==> src/hw/ledc_pkg.sv <==
// Package with constants for the low-energy down counter with repeat.
package ledc_pkg;
  localparam int CountWidth = 16;
  localparam int RepeatWidth = 8;
  localparam logic [15:0] CountWrapValue = 16'hffff;
  localparam logic [15:0] CountZero = 16'h0000;
  localparam logic [7:0] RepeatZero = 8'h00;
  localparam logic [7:0] RepeatOne = 8'h01;
  typedef enum logic [1:0] {
    REP_FREE = 2'h0,
    REP_ONESHOT = 2'h1,
    REP_BUFFERED = 2'h2,
    REP_DOUBLE = 2'h3
  } ledc_repeat_type;
endpackage

==> src/hw/ledc_counter.sv <==
// Low-energy 16-bit down counter with compares, top reload and repeat modes.
//
// Contract
// Start and stop together: stop wins, counter stays halted.
// Running status high exactly while the counter counts.
// Counter is 16-bit with two compares; repeat registers are 8-bit.
// Counter readable only; clear command forces it to zero.
// Clear with start clears first, then counts from top value.
// Counter equal to compare A or B sets matching compare flag.
// Top option reloads from compare A on underflow, else wraps to ffff.
// Underflow flag is set when the counter reaches zero; the code sets it on the tick that leaves zero.
// Buffered top copies compare B into A as repeat A nears zero.
// Software write to compare A beats buffered top load.
// Repeat select: 00 free, 01 one-shot, 10 buffered, 11 double.
// One-shot decrements repeat A per underflow, stops at 1 to 0.
// Software write to repeat A beats a scheduled decrement.
// Buffered mode reloads A from B if B fresh and nonzero.
// B consumed marker set on load into A, cleared by B write.
// Buffered start with counter and A zero, B nonzero loads B.
// Double mode decrements both, holds at zero, runs while either set.
// Double mode write while running gives at least that many underflows.
// Repeat flags set on decrement to zero; A flag also on B load.
// Clear overrides updates; following wrap gives no underflow event.
// External trigger starts the counter like a software start.
// Counter tick comes from prescaled low-frequency clock outside.
// Running drops in the same cycle self-stop ceases counting.
`timescale 1ns/1ps
module ledc_counter
  import ledc_pkg::*;
(
  // Clock, reset and enable.
  input wire logic clock,
  input wire logic rst,
  input wire logic clockEnable,
  // Counter tick from the prescaled low-frequency clock, asynchronous.
  input wire logic lowFreqTick,
  // Command pulses, one cycle each.
  input wire logic cmdStart,
  input wire logic cmdStop,
  input wire logic cmdClear,
  input wire logic externalTrigger,
  // Configuration levels.
  input wire logic topFromCompareA,
  input wire logic bufferedTop,
  input wire ledc_pkg::ledc_repeat_type repeatSelect,
  // Register writes.
  input wire logic compareAWrite,
  input wire logic compareBWrite,
  input wire logic repeatAWrite,
  input wire logic repeatBWrite,
  input wire logic [15:0] writeData,
  // Flag clears, one bit per flag: uf, cmpA, cmpB, repA, repB.
  input wire logic [4:0] flagClear,
  // Register contents and status.
  output logic [15:0] countValue,
  output logic [15:0] compareA,
  output logic [15:0] compareB,
  output logic [7:0] repeatA,
  output logic [7:0] repeatB,
  output logic running,
  // Sticky flags: uf, cmpA, cmpB, repA, repB.
  output logic [4:0] flags
);

  ////////////////////////////////////////////////////////////////////////
  // Synchronised tick, sequencer terms and next-state values.
  logic tickMeta;
  logic tickSync;
  logic tickLast;
  logic tick;
  logic skipUnderflow;
  logic repeatBConsumed;
  logic startReq;
  logic startLoadB;
  logic underflow;
  logic [15:0] topValue;
  logic bLoad;
  logic lastRepeatA;
  logic nextRepeatBZero;
  logic decA;
  logic decB;
  logic selfStop;
  logic [15:0] next_count;
  logic next_running;
  logic [7:0] next_repeatA;

  // Two-flop synchroniser for the asynchronous tick level.
  always_ff @(posedge clock or posedge rst) begin
    if (rst) begin
      tickMeta <= 1'b0;
      tickSync <= 1'b0;
    end else if (clockEnable) begin
      tickMeta <= lowFreqTick;
      tickSync <= tickMeta;
    end
  end

  // Edge detector; it resets to the idle low level, so reset makes no tick.
  always_ff @(posedge clock or posedge rst) begin
    if (rst) begin
      tickLast <= 1'b0;
    end else if (clockEnable) begin
      tickLast <= tickSync;
    end
  end

  assign tick = tickSync & ~tickLast;

  ////////////////////////////////////////////////////////////////////////
  // Combinational sequencing of counter and repeat registers.
  // Trigger and software start share one path; a stop in the cycle wins.
  assign startReq = (cmdStart | externalTrigger) & ~cmdStop;
  // Top value is compare A when selected, all ones otherwise.
  assign topValue = topFromCompareA ? compareA : CountWrapValue;
  // Underflow is the tick that leaves zero, unless a clear armed the skip.
  assign underflow = running & tick & (countValue == CountZero)
                     & ~skipUnderflow;
  // A buffered start loads repeat A from repeat B.
  assign startLoadB = startReq & ~running & repeatSelect == REP_BUFFERED
                      & countValue == CountZero & repeatA == RepeatZero
                      & repeatB != RepeatZero;
  // Repeat A counts underflows in every mode but free, never below zero.
  assign decA = underflow & (repeatSelect != REP_FREE)
                & (repeatA != RepeatZero);
  assign decB = underflow & (repeatSelect == REP_DOUBLE)
                & (repeatB != RepeatZero);
  // Repeat A is on its last count and would reach zero on this underflow.
  assign lastRepeatA = decA & (repeatA == RepeatOne);
  // A write to repeat A discards the load and leaves repeat B unused.
  assign bLoad = ((lastRepeatA & repeatSelect == REP_BUFFERED
                   & ~repeatBConsumed & repeatB != RepeatZero)
                  | startLoadB) & ~repeatAWrite;
  // Repeat B as it will stand after this edge; a write counts first.
  assign nextRepeatBZero = repeatBWrite ? (writeData[7:0] == RepeatZero)
                           : (repeatB == RepeatZero)
                             | (decB & repeatB == RepeatOne);

  // Write beats buffer load, which beats the decrement.
  always_comb begin
    next_repeatA = repeatA;
    if (repeatAWrite) begin
      next_repeatA = writeData[7:0];
    end else if (bLoad) begin
      next_repeatA = repeatB;
    end else if (decA) begin
      next_repeatA = repeatA - RepeatOne;
    end
  end

  // Self-stop per repeat mode; free mode stops only on command.
  always_comb begin
    selfStop = 1'b0;
    unique case (repeatSelect)
      REP_FREE: selfStop = 1'b0;
      REP_ONESHOT: selfStop = decA & next_repeatA == RepeatZero;
      REP_BUFFERED: selfStop = decA & next_repeatA == RepeatZero;
      REP_DOUBLE: selfStop = underflow & (next_repeatA == RepeatZero)
        & nextRepeatBZero;
    endcase
  end

  // Stop beats start, and a start in the last cycle keeps it running.
  always_comb begin
    next_running = running;
    if (cmdStop) begin
      next_running = 1'b0;
    end else if (startReq) begin
      next_running = 1'b1;
    end else if (selfStop) begin
      next_running = 1'b0;
    end
  end

  // Clear beats the count; from zero the counter reloads the top value.
  always_comb begin
    next_count = countValue;
    if (cmdClear) begin
      next_count = CountZero;
    end else if (running & tick) begin
      next_count = (countValue == CountZero) ? topValue
                   : countValue - 16'h0001;
    end
  end

  ////////////////////////////////////////////////////////////////////////
  // Counter, running status and clear bookkeeping.
  always_ff @(posedge clock or posedge rst) begin
    if (rst) begin
      countValue <= CountZero;
    end else if (clockEnable) begin
      countValue <= next_count;
    end
  end

  // Running status drops in the very cycle that counting ceases.
  always_ff @(posedge clock or posedge rst) begin
    if (rst) begin
      running <= 1'b0;
    end else if (clockEnable) begin
      running <= next_running;
    end
  end

  // A clear arms a one-time skip so the wrap back to top is no underflow.
  always_ff @(posedge clock or posedge rst) begin
    if (rst) begin
      skipUnderflow <= 1'b0;
    end else if (clockEnable) begin
      if (cmdClear) begin
        skipUnderflow <= 1'b1;
      end else if (running & tick) begin
        skipUnderflow <= 1'b0;
      end
    end
  end

  // Repeat registers and the consumed marker of repeat B.
  always_ff @(posedge clock or posedge rst) begin
    if (rst) begin
      repeatA <= RepeatZero;
    end else if (clockEnable) begin
      repeatA <= next_repeatA;
    end
  end

  // Repeat B: a software write beats the double-mode decrement.
  always_ff @(posedge clock or posedge rst) begin
    if (rst) begin
      repeatB <= RepeatZero;
    end else if (clockEnable) begin
      if (repeatBWrite) begin
        repeatB <= writeData[7:0];
      end else if (decB) begin
        repeatB <= repeatB - RepeatOne;
      end
    end
  end

  // Consumed marker: each written repeat B value is auto-reloaded only once; a buffered start ignores the marker.
  always_ff @(posedge clock or posedge rst) begin
    if (rst) begin
      repeatBConsumed <= 1'b0;
    end else if (clockEnable) begin
      if (repeatBWrite) begin
        repeatBConsumed <= 1'b0;
      end else if (bLoad) begin
        repeatBConsumed <= 1'b1;
      end
    end
  end

  // Compare registers with buffered top load.
  always_ff @(posedge clock or posedge rst) begin
    if (rst) begin
      compareA <= CountZero;
    end else if (clockEnable) begin
      if (compareAWrite) begin
        compareA <= writeData;
      end else if (bufferedTop & lastRepeatA) begin
        compareA <= compareB;
      end
    end
  end

  // Compare B changes only by software write.
  always_ff @(posedge clock or posedge rst) begin
    if (rst) begin
      compareB <= CountZero;
    end else if (clockEnable) begin
      if (compareBWrite) begin
        compareB <= writeData;
      end
    end
  end

  ////////////////////////////////////////////////////////////////////////
  // Sticky flags; a set in the clearing cycle wins.
  logic [4:0] flagSet;
  logic matchA;
  logic matchB;
  // Compare flags fire on the step onto the value, not while parked on it.
  assign matchA = running & tick & (next_count == compareA)
                  & (countValue != compareA);
  assign matchB = running & tick & (next_count == compareB)
                  & (countValue != compareB);
  // A repeat flag needs a real decrement to zero, or for A a load from B; a write suppresses it.
  assign flagSet = {
    decB & (repeatB == RepeatOne) & ~repeatBWrite,
    (lastRepeatA & ~repeatAWrite) | bLoad,
    matchB,
    matchA,
    underflow
  };

  always_ff @(posedge clock or posedge rst) begin
    if (rst) begin
      flags <= 5'h00;
    end else if (clockEnable) begin
      flags <= (flags & ~flagClear) | flagSet;
    end
  end

endmodule

==> config.mk <==
export PLATFORM = sky130hd
export DESIGN_NAME = ledc_counter
export DESIGN_NICKNAME = d
export VERILOG_FILES = /design/src/hw/ledc_pkg.sv /design/src/hw/ledc_counter.sv
export SDC_FILE = /design/constraint.sdc
export NUM_CORES = 1
export LEC_CHECK = 0
export CAP_MARGIN = 10
export CORE_MARGIN = 2
export CORE_UTILIZATION = 59
export DETAILED_ROUTE_END_ITERATION = 8
export DONT_BUFFER_PORTS = 1
export PLACE_DENSITY = 0.81
export SLEW_MARGIN = 20
export SYNTH_ARGS = -nofsm -noshare
export SYNTH_HDL_FRONTEND = slang
export SYNTH_SLANG_ARGS = --single-unit
==> constraint.sdc <==
create_clock -name clock -period 3 [get_ports clock]
set_input_delay 0.45 -clock clock [delete_from_list [all_inputs] [get_ports clock]]
set_output_delay 0.45 -clock clock [all_outputs]
set_load 0.03 [all_outputs]
==> flow_metrics.env <==
export IMPL_cp_end_kind="register"
export IMPL_min_period_ps=2920
export IMPL_n_fill_cell=831
export IMPL_cts_clk_slew_worst_paths_ps=90
export IMPL_final_hold_violation_count=0
export IMPL_core_um2=9640
export IMPL_ys_ff_latch=75
export IMPL_setup_tns_ps=0
export IMPL_ir_worst_vdd_v=0.000623
export IMPL_grt_max_degree=50
export IMPL_cp_start_kind="register"
export IMPL_first_pass_iters=5
export IMPL_drive_above_1_share_pct=19.1
export IMPL_synth_top_area_cell="dfrtp_1"
export IMPL_placed_area_um2=6150
export IMPL_ant_nets=0
export IMPL_fin_ws_ps=79.9
export IMPL_area_growth_pct=11.3
export IMPL_syn_area_um2=5790
export IMPL_synth_edff_count=0
export IMPL_drc=0
export IMPL_synthCells=682
export IMPL_tightest_slew_ps=836
export IMPL_port_buffers=0
export IMPL_clock_sinks=75
export IMPL_path_cells="nor4_4 > buf_4 > buf_4 > nand4_4 > a21oi_1 > o211ai_2 > xor2_1 > o21ai_0 > or4_1 > o41ai_2"
export IMPL_yosysTopAreaCellShare_pct=32.4
export IMPL_synth_flop_cell="dfrtp_1"
export IMPL_critPathMaxFanout=11
export IMPL_nets=745
export IMPL_via_per_inst=6.85
export IMPL_drt_iter0_drc=563
export IMPL_cts_tree="yes"
export IMPL_fmax_mhz=342
export IMPL_grt_pass1_wl_um=29400
export IMPL_antenna_found_initial=0
export IMPL_h_tree_depth=3
export IMPL_dp_cells=815
export IMPL_diodes=0
export IMPL_yosysMostFrequentCell="dfrtp_1"
export IMPL_place_gp_congestion=1.04
export IMPL_reg2reg_from="countValue[5]"
export IMPL_slew_headroom_pct=44.2
export IMPL_cts_buffer_depth=2
export IMPL_cts_buffers=9
export IMPL_vias=5722
export IMPL_slowest_stage="or4_1"
export IMPL_setup_violations=0
export IMPL_synthArstFlopShare_pct=100
export IMPL_fin_crit_sh_pct=97.3
export IMPL_fin_cells=835
export IMPL_ioPinCount=107
export IMPL_dpl_hpwl_um=14200
export IMPL_place_ws_ps=49.7
export IMPL_seq_area_frac_synth_pct=32.4
export IMPL_slowest_delay_ps=590
export IMPL_syn_area_per_cell_um2=8.50
export IMPL_grt_overflow_total=0
export IMPL_synth_cell_types=80
export IMPL_wire_per_inst_um=23.1
export IMPL_rows=36
export IMPL_p_leak_nw=2.59
export IMPL_crit_path_frequent_cell="buf_4"
export IMPL_die_area_um2=10600
export IMPL_synthTopCellsByCount="dfrtp_1, nor2_1, a21oi_1"
export IMPL_synth_area_leaders="dfrtp_1, xnor2_1, a21oi_1"
export IMPL_crit_start="countValue[5]"
export IMPL_grt_pass1_vias=5444
export IMPL_initial_utilization_pct=60.1
export IMPL_synth_fp_nets=729
export IMPL_worst_clock_skew_ps=13.4
export IMPL_cp_arrival_ps=3190
export IMPL_drv_slew=0
export IMPL_ctsRootBufferMaster="clkbuf_8"
export IMPL_track_usage_pct=36.7
export IMPL_fp_dieH_um=103
export IMPL_maxCapViolCount=0
export IMPL_design_area_um2=6450
export IMPL_required_ps=3270
export IMPL_outcome="complete, no violations"
export IMPL_clk_latency_ps=370
export IMPL_powerDensity_nw_per_um2=953
export IMPL_crit_family="simple AND/OR/NAND/NOR gates"
export IMPL_worstPathBufferInverterCount=2
export IMPL_hold_path_class="in -> async"
export IMPL_wl_um=19300
export IMPL_critical_path_class="reg -> reg"
export IMPL_yosysWarnings=0
export IMPL_dieWidth_um=103
## logic make-up (layout without fill, tap and decap cells)
kind of cell	after synthesis	count (layout)	synth area share (%)
AND/OR/NAND/NOR	233	233	21.8
buffers and inverters	84	104	6.18
AO/OA/AOI/OAI	177	177	20.4
XOR/XNOR	59	59	9.05
multiplexers	44	44	8.01
adder cells (fa/ha/maj)	10	10	2.16
flip-flops	75	75	32.4
## final timing paths
path	slack, ps	endpoint	depth (start not counted)
min in group clock	150	countValue[13]	1
worst max register to register	80	flags[2]	10
worst min-delay path	60	countValue[13]	1
worst max-delay path	80	flags[2]	10
worst min register to register	520	tickMeta	1
max in group asynchronous	2170	compareA[5]	2
## metal layers
metal  part of all wire [%]  GRT usage (%)
met5                      0              0
met4                    4.5           19.9
met3                     10           9.69
met2                     47           57.8
met1                     38           45.9
## cell type report
type | instances | area [µm²] | area share, %
flip-flops and latches | 75 | 1880 | 29.1
well taps | 133 | 166 | 2.58
multi-input cells | 523 | 3630 | 56.3
clock inverters | 6 | 65.1 | 1.01
inverters | 27 | 103 | 1.59
repair buffers | 62 | 482 | 7.47
clock buffers | 9 | 124 | 1.92
## cells in the final DEF (no fill, tap or decap), types with 23 or more instances in the layout
| cell | instances |
|---|---|
| a21oi_1 | 56 |
| o21ai_0 | 30 |
| xnor2_1 | 48 |
| nand2_1 | 34 |
| nor2_1 | 71 |
| mux2i_1 | 24 |
| nor3_1 | 23 |
| dfrtp_1 | 75 |
| buf_4 | 60 |
| inv_1 | 25 |
## timing repair
action | in CTS | in global routing
resized for setup | 0 | 14
endpoints found under the setup margin | 0 | 4
hold buffers | 0 | 0
buffers inserted | 0 | 5
## state kept, by name, summed over array words and instances, names as in the netlist
register,cells
compareA,16
compareB,16
countValue,16
repeatA,8
repeatB,8
flags,5
repeatBConsumed,1
running,1
skipUnderflow,1
tickLast,1
tickMeta,1
tickSync,1
## report_power, final
group          total, mW  internal, mW  switching [mW]
sequential          1.66          1.19           0.467
clock              0.805         0.381           0.424
combinational       3.68          1.45            2.22
## per-stage QoR
stage	hold slack (ps)	util (%)	power [mW]
after floorplan	475	-	4.07
after CTS	111	65.8	5.82
final	62.8	66.9	6.14
after detailed placement	499	63.8	5.01
after global routing	127	66.9	6.48
after global placement	487	63.8	4.95
Note: power is estimated with default switching activity, not from simulation.
